<file path="src/verilog/crad_pkg.sv">
package crad_pkg;
    // command byte layout
    localparam int CMD_BITS     = 8;
    localparam int CLASS_POS    = 7;           // command_class_bit
    localparam int CHAN_MSB     = 6;           // channel_code_msb
    localparam int CHAN_LSB     = 4;           // channel_code_lsb
    localparam int DIR_POS      = 3;           // direction flag
    localparam int RSEL_MSB     = 2;
    localparam int RSEL_LSB     = 0;
    localparam logic [2:0] RSEL_OFFSET = 3'h1;
    localparam logic [2:0] RSEL_GAIN   = 3'h2;
    localparam logic       DIR_READ    = 1'h1; // zero means write
    localparam logic       CLASS_REG   = 1'h0; // one means conversion
    // calibration word
    localparam int WORD_BITS    = 24;
    localparam int CNT_BITS     = 5;
    // reset values
    localparam logic [WORD_BITS-1:0] SHREG_RST = 24'h000000;
    localparam logic [CNT_BITS-1:0]  CNT_RST   = 5'h00;
    localparam logic [2:0]           CHAN_RST  = 3'h0;
    localparam logic [7:0]           CMD_RST   = 8'h00;

    typedef enum logic [2:0] {
        ST_CMD = 3'h1,
        ST_WR  = 3'h2,
        ST_RD  = 3'h4
    } crad_state_type;
endpackage : crad_pkg

</file>
<file path="src/verilog/crad_sync.sv">
`timescale 1ns/1ps
module crad_sync #(
    parameter int W = 3
) (
    input  wire logic         mclk, // system clock
    input  wire logic         srst, // synchronous reset, active high
    input  wire logic [W-1:0] din,  // asynchronous pin levels
    output logic      [W-1:0] dout  // levels in the mclk domain
);
    typedef struct packed {
        logic [W-1:0] meta;
        logic [W-1:0] stab;
    } crad_sync_type;

    crad_sync_type s_q;
    crad_sync_type s_d;

    ////////////////////////////////////////////////////////////////////////////
    // two stages; the first is read by the second only
    always_comb begin
        s_d      = s_q;
        s_d.meta = din;
        s_d.stab = s_q.meta;
    end

    always_ff @(posedge mclk) begin
        if (srst) begin
            s_q <= '0;
        end else begin
            s_q <= s_d;
        end
    end

    assign dout = s_q.stab;
endmodule : crad_sync

</file>
<file path="src/verilog/crad_top.sv">
`timescale 1ns/1ps
// Functional notes
// - class 0, select 001: offset register access; channel bits 6-4, direction bit 3.
// - class 0, select 010: gain register access, same channel and direction fields.
// - direction flag decides whether the data phase writes or returns the register.
// - offset channel codes 0..7 pick registers 1..8, only those the variant has.
// - gain channel codes pick gain registers 1.., only those the variant has.
// - class bit must be zero; one marks a conversion command passed elsewhere.
// - direction 0 requests a write, 1 requests a read.
module crad_top
    import crad_pkg::*;
#(
    parameter int NUM_CHANNELS = 8
) (
    input  wire logic                 mclk,         // 100 MHz system clock
    input  wire logic                 srst,         // synchronous reset, active high
    input  wire logic                 sclk,         // serial clock from host
    input  wire logic                 cs_n,         // port select from host, active low
    input  wire logic                 sdi,          // serial data from host
    output logic                      sdo,          // serial data to host
    output logic                      cal_sel_gain, // 1 gain, 0 offset register
    output logic [2:0]                cal_sel_chan, // selected channel register
    output logic                      cal_wr_stb,   // one-cycle write pulse
    output logic [WORD_BITS-1:0]      cal_wr_data,  // write word, valid with strobe
    output logic                      cal_rd_req,   // one-cycle read request
    input  wire logic [WORD_BITS-1:0] cal_rd_data,  // read word, valid cycle after request
    output logic                      cmd_pass_stb, // byte not for this decoder
    output logic                      cmd_rej_stb,  // access to absent register
    output logic [CMD_BITS-1:0]       cmd_byte      // last command byte received
);
    typedef struct packed {
        crad_state_type       st;
        logic [CNT_BITS-1:0]  bits;
        logic [WORD_BITS-1:0] shreg;
        logic                 sclk_prev;
        logic                 sdo;
        logic                 wr_stb;
        logic                 rd_req;
        logic                 ld;
        logic                 gain;
        logic [2:0]           chan;
        logic                 pass;
        logic                 rej;
        logic [CMD_BITS-1:0]  cmd;
    } crad_top_state_type;

    localparam crad_top_state_type S_RST = '{st: ST_CMD, bits: CNT_RST, shreg: SHREG_RST,
        sclk_prev: 1'b0, sdo: 1'b0, wr_stb: 1'b0, rd_req: 1'b0, ld: 1'b0, gain: 1'b0,
        chan: CHAN_RST, pass: 1'b0, rej: 1'b0, cmd: CMD_RST};

    crad_top_state_type s_q;
    crad_top_state_type s_d;
    logic [2:0]         pin_s;
    logic               sclk_s;
    logic               cs_n_s;
    logic               sdi_s;
    logic               rise;
    logic               fall;
    logic [7:0]         cmd_w;
    logic               cmd_done;
    logic               is_cal;
    logic               chan_ok;

    ////////////////////////////////////////////////////////////////////////////
    // pins come from the host clock domain
    crad_sync #(
        .W (3)
    ) u_sync (
        .mclk (mclk),
        .srst (srst),
        .din  ({sclk, cs_n, sdi}),
        .dout (pin_s)
    );

    assign sclk_s = pin_s[2];
    assign cs_n_s = pin_s[1];
    assign sdi_s  = pin_s[0];

    // edges seen on the synchronised clock; host sclk must be slow vs mclk
    assign rise     = sclk_s & ~s_q.sclk_prev;
    assign fall     = ~sclk_s & s_q.sclk_prev;
    assign cmd_w    = {s_q.shreg[CMD_BITS-2:0], sdi_s};
    assign cmd_done = (s_q.st == ST_CMD) && !cs_n_s && rise && (s_q.bits == CNT_BITS'(CMD_BITS - 1));
    assign is_cal   = (cmd_w[CLASS_POS] == CLASS_REG) &&
                      ((cmd_w[RSEL_MSB:RSEL_LSB] == RSEL_OFFSET) ||
                       (cmd_w[RSEL_MSB:RSEL_LSB] == RSEL_GAIN));
    assign chan_ok  = int'(cmd_w[CHAN_MSB:CHAN_LSB]) < NUM_CHANNELS;

    ////////////////////////////////////////////////////////////////////////////
    // command, write and read phases
    always_comb begin
        s_d           = s_q;
        s_d.sclk_prev = sclk_s;
        s_d.wr_stb    = 1'b0;
        s_d.rd_req    = 1'b0;
        s_d.ld        = s_q.rd_req; // storage answers one cycle after the request
        s_d.pass      = 1'b0;
        s_d.rej       = 1'b0;
        if (cs_n_s) begin
            // deselect abandons any partial byte or word
            s_d.st   = ST_CMD;
            s_d.bits = CNT_RST;
        end else begin
            case (s_q.st)
                ST_CMD: begin
                    if (rise) begin
                        s_d.shreg = {s_q.shreg[WORD_BITS-2:0], sdi_s};
                        if (cmd_done) begin
                            s_d.bits = CNT_RST;
                            s_d.cmd  = cmd_w;
                            if (is_cal && chan_ok) begin
                                s_d.gain = (cmd_w[RSEL_MSB:RSEL_LSB] == RSEL_GAIN);
                                s_d.chan = cmd_w[CHAN_MSB:CHAN_LSB];
                                if (cmd_w[DIR_POS] == DIR_READ) begin
                                    s_d.st     = ST_RD;
                                    s_d.rd_req = 1'b1;
                                end else begin
                                    s_d.st = ST_WR;
                                end
                            end else if (is_cal) begin
                                s_d.rej = 1'b1;  // register absent on this variant
                            end else begin
                                s_d.pass = 1'b1; // conversion or other register command
                            end
                        end else begin
                            s_d.bits = s_q.bits + CNT_BITS'(1);
                        end
                    end
                end
                ST_WR: begin
                    if (rise) begin
                        s_d.shreg = {s_q.shreg[WORD_BITS-2:0], sdi_s};
                        if (s_q.bits == CNT_BITS'(WORD_BITS - 1)) begin
                            s_d.wr_stb = 1'b1;
                            s_d.st     = ST_CMD;
                            s_d.bits   = CNT_RST;
                        end else begin
                            s_d.bits = s_q.bits + CNT_BITS'(1);
                        end
                    end
                end
                ST_RD: begin
                    if (s_q.ld) begin
                        s_d.shreg = cal_rd_data;
                        s_d.sdo   = cal_rd_data[WORD_BITS-1];
                    end else if (rise) begin
                        if (s_q.bits == CNT_BITS'(WORD_BITS - 1)) begin
                            s_d.st   = ST_CMD;
                            s_d.bits = CNT_RST;
                        end else begin
                            s_d.bits = s_q.bits + CNT_BITS'(1);
                        end
                    end else if (fall) begin
                        // host samples on rise; the fall closing the command byte must re-present the msb
                        s_d.shreg = {s_q.shreg[WORD_BITS-2:0], 1'b0};
                        s_d.sdo   = s_q.shreg[WORD_BITS-1];
                    end
                end
                default: begin
                    s_d.st   = ST_CMD;
                    s_d.bits = CNT_RST;
                end
            endcase
        end
    end

    always_ff @(posedge mclk) begin
        if (srst) begin
            s_q <= S_RST;
        end else begin
            s_q <= s_d;
        end
    end

    assign sdo          = s_q.sdo;
    assign cal_sel_gain = s_q.gain;
    assign cal_sel_chan = s_q.chan;
    assign cal_wr_stb   = s_q.wr_stb;
    assign cal_wr_data  = s_q.shreg;
    assign cal_rd_req   = s_q.rd_req;
    assign cmd_pass_stb = s_q.pass;
    assign cmd_rej_stb  = s_q.rej;
    assign cmd_byte     = s_q.cmd;
endmodule : crad_top

</file>
<file path="config.mk">
export PLATFORM = sky130hd
export DESIGN_NAME = crad_top
export DESIGN_NICKNAME = d
export VERILOG_FILES = /design/src/verilog/crad_pkg.sv /design/src/verilog/crad_sync.sv /design/src/verilog/crad_top.sv
export SDC_FILE = /design/constraint.sdc
export NUM_CORES = 1
export LEC_CHECK = 0
export ABC_AREA = 0
export BUFFER_PORTS_ARGS = -buffer_cell sky130_fd_sc_hd__buf_4
export CAP_MARGIN = 15
export CORE_MARGIN = 5
export CORE_UTILIZATION = 45
export CTS_CLUSTER_DIAMETER = 120
export DETAILED_ROUTE_END_ITERATION = 8
export GPL_TIMING_DRIVEN = 0
export PLACE_DENSITY = 0.72
export SETUP_SLACK_MARGIN = 0.5
export SYNTH_ARGS = -nofsm -noshare
export SYNTH_HDL_FRONTEND = slang
export SYNTH_HIERARCHICAL = 1
export SYNTH_SLANG_ARGS = --single-unit
</file>
<file path="constraint.sdc">
create_clock -name mclk -period 2.8 [get_ports mclk]
set_input_delay 0.28 -clock mclk [delete_from_list [all_inputs] [get_ports mclk]]
set_output_delay 0.28 -clock mclk [all_outputs]
set_load 0.02 [all_outputs]
</file>
* Yosys cells after proc, flatten, opt, wreduce, memory -nomap -nowiden *
Cells that the tools add are included.

storage, ports and cells
  input port bits = 29
  word-level logic and storage cells = 82
  bits in registers = 57

operators by class
  reductions and logical operators = 18
  bitwise gates (word level) = 11
  add/subtract/negate cells = 1
  equal/unequal tests = 16
  multiplexer cells = 21

operator list
  kind                 number
  $mux 24              3
  $pmux 24 s3          1
  $mux 32              2
  $pmux 8 s3           1
  $mux 8               2
  $ne 2x2->1 const B   7
  $mux 3               4
  $reduce_and 4->1     3
  $reduce_and 6->1     2
  $mux 5               2
  $not 1->1            9
  $eq 3x1->1 const B   2
  $eq 3x2->1 const B   2
  $ne 3x3->1 const B   2
  $reduce_or 6->1      1
  $add 5x1->5 const B  1
  $eq 5x3->1 const B   1
  $eq 5x5->1 const B   1
  $mux 1               5
  $reduce_and 5->1     1
  $reduce_or 5->1      1
  $logic_and 1x1->1    4
  $reduce_or 4->1      1
  $eq 3x3->1 const B   1
  other kinds (7)      8

* Logic depth before layout (Yosys ltp) *
Gate-level depths: netlist of run 1.

  depth after elaboration = 7
  gate-level depth with buffers = 7

* By module *
The synthesis of run 1 kept the hierarchy.

modules (own cells, without submodules)
  module     instances  cells each  area an instance (µm²)  sequential area each (µm²)
  crad_top   1          288         2618.8                  1001.0
  crad_sync  1          12          157.7                   120.1

* Least setup slack after synthesis of run 1 *
Ideal clock, no wire load.

  path type = register to register
  start = register s_q[50] (netlist bit)
  end = register s_q, in the netlist cal_sel_chan[0]
  buffers on the path = 2
  period minus slack after synthesis = 1.957 ns
  path slack = 0.843 ns
  cell stages (with the launch flop) = 8
  arrival time = 1.830 ns
  data required time = 2.672 ns
  cell sequence = dfxtp_1 -> buf_6 -> or3b_4 -> or4_4 -> buf_6 -> nor2b_4 -> mux2i_1 -> nor2_1

on the way
  cells in the longest elaborated chain, start to end = 5

ends and longest elaborated chain
  item                             line                             source
  start: declaration               crad_top.sv:51                   crad_top_state_type s_q;
  start signal: assignment         crad_top.sv:169                  s_q <= S_RST;
  start signal: assignment         crad_top.sv:171                  s_q <= s_d;
  $eq 3x1->1 (*)                   crad_top.sv:83, crad_top.sv:104
  $logic_and 1x1->1 (3 in series)  crad_top.sv:83                   assign cmd_done = (s_q.st == ST_CMD) && !cs_n_s && rise && (s_q.bits == CNT_BITS'(CMD_BITS - 1));
  $reduce_and 5->1 (no line) (*)   -

Every way passes the cells marked *; elsewhere a longest branch is shown, timed or not.
A chain may end at the register's enable or synchronous reset.

* Worst setup path after layout of run 1 *
  start = register s_q[48] (netlist bit)
  end = register s_q, in the netlist cal_sel_chan[1]

Same word-level chain as after synthesis.

==> results of run 1 <==
[logic make-up (layout without fill, tap and decap cells)]
group           Yosys count  count (layout)  synth area share (%)
simple gates            103             103                 19.42
xor+xnor                  3               3                0.9465
fa+ha+maj                 1               1                0.4506
buf+inv                  56             132                 14.02
compound gates           43              43                 11.31
other cells               1               1                0.1351
mux                      37              37                 13.34
flops                    56              56                 40.38
[worst max path at each step]
stage	startpoint	slack (ns)	cells after the start	endpoint
after detailed placement	s_q[48]$_SDFFE_PP1P_	0.49	7	cal_wr_data[10]$_SDFFE_PP0P_
after floorplan	s_q[50]$_SDFFE_PP0P_	0.84	7	cal_sel_chan[0]$_SDFFE_PP0P_
after CTS	s_q[18]$_SDFF_PP0_	0.68	7	cal_wr_data[10]$_SDFFE_PP0P_
after global placement	s_q[48]$_SDFFE_PP1P_	0.55	7	cal_wr_data[10]$_SDFFE_PP0P_
after global routing	s_q[18]$_SDFF_PP0_	0.52	7	cal_wr_data[10]$_SDFFE_PP0P_
final	s_q[48]$_SDFFE_PP1P_	0.70	7	cal_sel_chan[1]$_SDFFE_PP0P_
[power by group]
part,switching (mW),leakage [nW],internal [mW]
Clock,0.249,0.0552,0.266
Combinational,0.0875,0.949,0.0974
Sequential,0.0237,0.455,0.819
Total,0.361,1.46,1.18
[per-stage QoR]
stage          cell area [um2]  util [%]  std cells  hold slack, ns
5_1_grt                   3495     58.68        451          0.1854
6_report                  3495     58.68        451          0.1864
3_3_place_gp              3381     56.76        443          0.4235
3_5_place_dp              3381     56.76        443          0.4296
4_1_cts                   3493     58.66        451          0.1750
2_1_floorplan             2776         -        300          0.3516
[sequential cells by signal, summed over array words and instances, names as in the netlist]
register / cells
cal_wr_stb: 1
cmd_byte: 8
sdo: 1
cal_wr_data: 24
cal_rd_req: 1
s_q: 10
u_sync/s_d: 3
cmd_pass_stb: 1
cal_sel_chan: 3
u_sync/dout: 3
cal_sel_gain: 1
[area by class of cell]
type / instances / area (um2)
Timing Repair Buffer: 68 / 510.5
Fill cell: 568 / 2461
Multi-Input combinational cell: 188 / 1271
Buffer: 55 / 386.6
Tap cell: 75 / 93.84
Inverter: 1 / 3.754
Clock inverter: 2 / 35.03
Clock buffer: 6 / 72.57
Sequential cell: 56 / 1121
[layout by cell type (no fill, tap or decap), types with 2 or more instances in the layout]
cell        n
clkbuf_8    5
or2_2       3
a31oi_1     2
xnor2_1     3
nor3b_1     2
a211oi_1   24
nor4_1      2
buf_2       5
o21bai_1    2
nor2b_1     9
o21ai_0     4
mux2i_1    37
nor2_1     48
nand3b_1    3
nand3_1     9
buf_4     108
a21oi_1     3
a32oi_1     2
nand2_1     9
buf_6       3
clkbuf_1    7
dfxtp_1    56
nor3_1      4
[critical path: stages, from the launching register on]
cell     delay (ns)
dfxtp_1        0.32
buf_4          0.15
or3b_4         0.42
or4_4          0.53
buf_6          0.15
nor2b_4        0.16
mux2i_1        0.20
nor2_1         0.06
[metal layers]
metal / wire [um] / part of all wire, % / vias up / track usage, %
met5: 0 / 0 / - / 0
met4: 50 / 0.84 / 0 / 4.533
met3: 363 / 6.1 / 6 / 3.818
met2: 2761 / 46 / 56 / 23.93
met1: 2768 / 47 / 1033 / 22.27
li1: - / - / 1158 / -
[repair_timing]
action,CTS,global route
gates cloned,0,0
resized for setup,1,2
pin swaps,0,0
setup endpoints to repair,1,1
==> run summary, run 1 <==
RSZ-0062 raised after global routing: false
Die Span X: 88.55 um
DR pass1 iterations: 4
Worst Hold Class: in2reg
Largest net degree at the start of global routing: 17
Initial Util: 46.62%
Max VDD drop: 309.5 uV
Cell type with the largest total area after synthesis: dfxtp_1
Syn nets: 330
Die Height: 88.55 um
P per Cell Area: 441.4 mW/mm2
ANT cells: 0
Final-report hold violation count: 0
CTS Buf Count: 5
Measured slew at the worst slew-check pin: 0.5556 ns
Post-CTS Setup Inserts: 0
Static leakage: 1.459 nW
DP Worst Slack: 0.4853 ns
Worst hold path depth: 2
Gate Count Post-Synth: 300
Min-Delay Startpoint: cs_n
Cell Area, Synth: 0.002776 mm2
Clock sinks: 56
Area grow syn2layout: 25.87%
Critical Path RT: 2.99 ns
DRC viols: 0
Clk Latency, worst-skew pair: 0.30 ns
Setup ws final: 0.7023 ns
Count leader, synth: dfxtp_1
Startpoint types: flip-flop
Routed len/inst: 13.18 um
Total GRT Usage: 15.75%
Initial antenna violation count: 0
Global-route wire length before repair: 9839 um
# nets final: 405
Worst setup EP type: flip-flop
Top FF cell, synth: dfxtp_1
Post-synth EDFFs: 0
Fin Setup TNS: 0 ns
CTS tree: yes
GP Congestion: 0.8605
1st-iter DRT viols: 114
Hold endpoint: u_sync/s_d[1]$_SDFF_PP0_
Max Fclk: 0.4767 GHz
Number of global-route vias before repair: 2091
Yosys warnings: 6
Critical Path Fanout Max: 9
Share of layout cells above drive strength 1: 35.64%
Num rows: 28
Seq/Total Area, Yosys: 40.38%
DR vias: 2253
Max-cap violations: 0
Total congestion overflow: 0
R2R cell count: 7
Reg-to-reg startpoint: s_q[48]$_SDFFE_PP1P_
Number of synthesized register bits: 56
Slew HR: 62.64%
Crit path arrival time: 2.28 ns
Via density: 4.996
Root Buffer: clkbuf_8
Crit Path Class: reg2reg
Slew Viols, Final: 0
Routed WL: 5943 um
Detail Route Antenna Nets: 0
Library cells used by synthesis: 44
Status: finished, final reports clean
CTS Hold Bufs: 0
Pwr Total: 1.542 mW
Mean area per synthesized cell: 9.255 um2
Crit share post-route: 74.92%
Post-synth top cells: dfxtp_1 (56), nor2_1 (48), buf_4 (40)
Top Ports: 70
Reg clk slew, reported paths: 0.09 ns
Die area: 0.007841 mm2
Port buffer count: 68
Fin Clk Skew: 0.005855 ns
CTS Buffer Depth: 2
Core ar.: 0.005956 mm2
Crit path time final: 2.098 ns
Reg-to-reg slack, setup: 0.70 ns
Endpoints failing setup: 0
Synth async-reset ratio: 0%
H-tree levels: 2
Yosys top cell area share: 40.38%
Crit Reg-Reg Endpoint: cal_sel_chan[1]$_SDFFE_PP0P_
Final HPWL DP: 4468 um
Synth top area cells: dfxtp_1 (40%), mux2i_1 (13%), buf_4 (11%), a211oi_1 (6.5%), nor2_1 (6.5%)
Power figures use the tool's default switching activity.
==> inputs of run 2 (changes only) <==
--- a/config.mk
+++ b/config.mk
@@ -13,7 +13,7 @@
 export CTS_CLUSTER_DIAMETER = 120
 export DETAILED_ROUTE_END_ITERATION = 8
 export GPL_TIMING_DRIVEN = 0
-export PLACE_DENSITY = 0.72
+export PLACE_DENSITY = 0.75
 export SETUP_SLACK_MARGIN = 0.5
 export SYNTH_ARGS = -nofsm -noshare
 export SYNTH_HDL_FRONTEND = slang
==> constraint.sdc (replaced) <==
create_clock -name mclk -period 1.9 [get_ports mclk]
set_input_delay 0.19 -clock mclk [delete_from_list [all_inputs] [get_ports mclk]]
set_output_delay 0.19 -clock mclk [all_outputs]
set_load 0.02 [all_outputs]
==> run 2 against run 1 <==
Compared with the run above:
- routed wire length up 25%
- utilization up 9.7 points
- the flow now finishes with violations (setup timing)
- global-route usage up 2.1 points
- setup slack worse by 0.81 ns
- combinational power up 86%
- largest cell class unchanged
- clock power up 34%
- highest routed layer unchanged
- power up 48%
- clock skew up 0.0047 ns
- critical endpoint unchanged
- count of clock-buffer cells in the layout unchanged
- die area unchanged
- first-iteration DRC count up 0.88%
- register-to-register slack worse by 0.81 ns
==> run summary, run 2 (synthesis results as in run 1) <==
Die Span X: 88.55 um
Number of global-route vias before repair: 2392
Root Buffer: clkbuf_8
Top Ports: 70
1st-iter DRT viols: 115
Area grow syn2layout: 46.73%
H-tree levels: 2
Total congestion overflow: 0
Max reg flops: 24
Max VDD drop: 330.4 uV
Endpoints failing setup: 18
Initial Util: 46.62%
Reg clk slew, reported paths: 0.10 ns
CTS Buf Count: 5
Die Height: 88.55 um
Violated checks: setup timing
Slew HR: 61.18%
Crit path cell chain: buf_6 > or3b_4 > or4_4 > buf_6 > nor2b_4 > mux2i_1 > nor2_1
Die area: 0.007841 mm2
CP dominant cell by count: buf_6
Clock sinks: 56
Max-cap violations: 0
Core ar.: 0.005956 mm2
Crit path arrival time: 2.19 ns
Crit Path Class: reg2reg
Fin Clk Skew: 0.01054 ns
Setup ws final: -0.1097 ns
# nets final: 433
Initial antenna violation count: 0
DR vias: 2483
DRC viols: 0
Static leakage: 1.692 nW
Pwr Total: 2.278 mW
CTS Buffer Depth: 2
Port buffer count: 68
Via density: 5.184
Crit path time final: 2.010 ns
Measured slew at the worst slew-check pin: 0.5822 ns
Worst Hold Class: in2reg
Routed WL: 7454 um
RSZ-0062 raised after global routing: true
Num rows: 28
Worst path max stage delay: 0.49 ns
Detail Route Antenna Nets: 0
P per Cell Area: 559.1 mW/mm2
Final-report hold violation count: 0
Slowest cell on crit path: or4_4
CTS tree: yes
DP Worst Slack: -0.4304 ns
Worst setup EP type: flip-flop
Critical Path RT: 2.08 ns
DR pass1 iterations: 4
Final HPWL DP: 4460 um
Max Fclk: 0.4976 GHz
ANT cells: 0
Critical Path Fanout Max: 4
Startpoint types: flip-flop
Most frequent cells in the layout: buf_4 (124), dfxtp_1 (49), nor2_1 (45)
Global-route wire length before repair: 11180 um
Clk Latency, worst-skew pair: 0.31 ns
Crit share post-route: 105.8%
GP Congestion: 0.8659
Total GRT Usage: 17.81%
Status: complete, but fails checks
Share of layout cells above drive strength 1: 50.99%
Routed len/inst: 15.56 um
CTS Hold Bufs: 0
Commonest non-fill, non-tap cell in the layout: buf_4
Largest net degree at the start of global routing: 18
Filler Cells Inserted: 462
Slew Viols, Final: 0
==> run 2: per-layer routing <==
metal	vias up	global-route usage, %	share of wire, %
li1	1226	-	-
met1	1169	22.99	42
met2	72	29.50	51
met3	16	4.562	5.8
met4	0	5.082	1.6
met5	-	0	0
==> run 2: worst paths after layout <==
path / from / end / slack, ns / cells past startpoint
worst max register to register: s_q[49]$_SDFFE_PP0P_ / cal_sel_chan[1]$_SDFFE_PP0P_ / -0.11 / 7
worst min-delay path: cs_n / u_sync/s_d[1]$_SDFF_PP0_ / 0.08 / 2
worst max-delay path: s_q[49]$_SDFFE_PP0P_ / cal_sel_chan[1]$_SDFFE_PP0P_ / -0.11 / 7
worst min register to register: u_sync/s_d[1]$_SDFF_PP0_ / u_sync/dout[1]$_SDFF_PP0_ / 0.45 / 1
==> run 2: worst max-delay path, delay by kind of cell, from the launching register on <==
kind	cells	cell delay (ns)
simple gates	4	1.09
flops	1	0.34
mux	1	0.20
buf+inv	2	0.26
==> run 2: area by class of cell <==
type                            count  area (um2)  share of cell area [%]
Multi-Input combinational cell    188        1458                   35.78
Sequential cell                    56        1135                   27.86
Timing Repair Buffer               96       808.3                   19.84
Buffer                             55       479.2                   11.76
Tap cell                           75       93.84                   2.303
Clock buffer                        6       82.58                   2.027
Clock inverter                      2       13.76                  0.3378
Inverter                            1       3.754                 0.09214
==> run 2: per-stage QoR <==
stage          setup TNS, ns  cell area (um2)  hold WS [ns]  utilization [%]  cells
2_1_floorplan       -0.07736             2788        0.2616                -    300
3_3_place_gp          -8.457             3392        0.4072            56.95    443
3_5_place_dp          -10.66             3392        0.4129            56.95    443
4_1_cts              -0.4517             3754       0.08459            63.03    468
5_1_grt               -2.654             4074        0.1096            68.40    479
6_report              -1.046             4074       0.08460            68.40    479
==> run 2: power breakdown <==
group          internal [mW]  switching (mW)
sequential              1.20          0.0367
combinational          0.186           0.158
clock                  0.299           0.393
total                   1.69           0.587
==> run 2: what timing repair did <==
action,in CTS,in global routing
cloned,1,3
buffers inserted,16,8
pin swaps,11,18
endpoints found under the setup margin,47,49
resized for setup,43,45
hold endpoints to repair,0,0
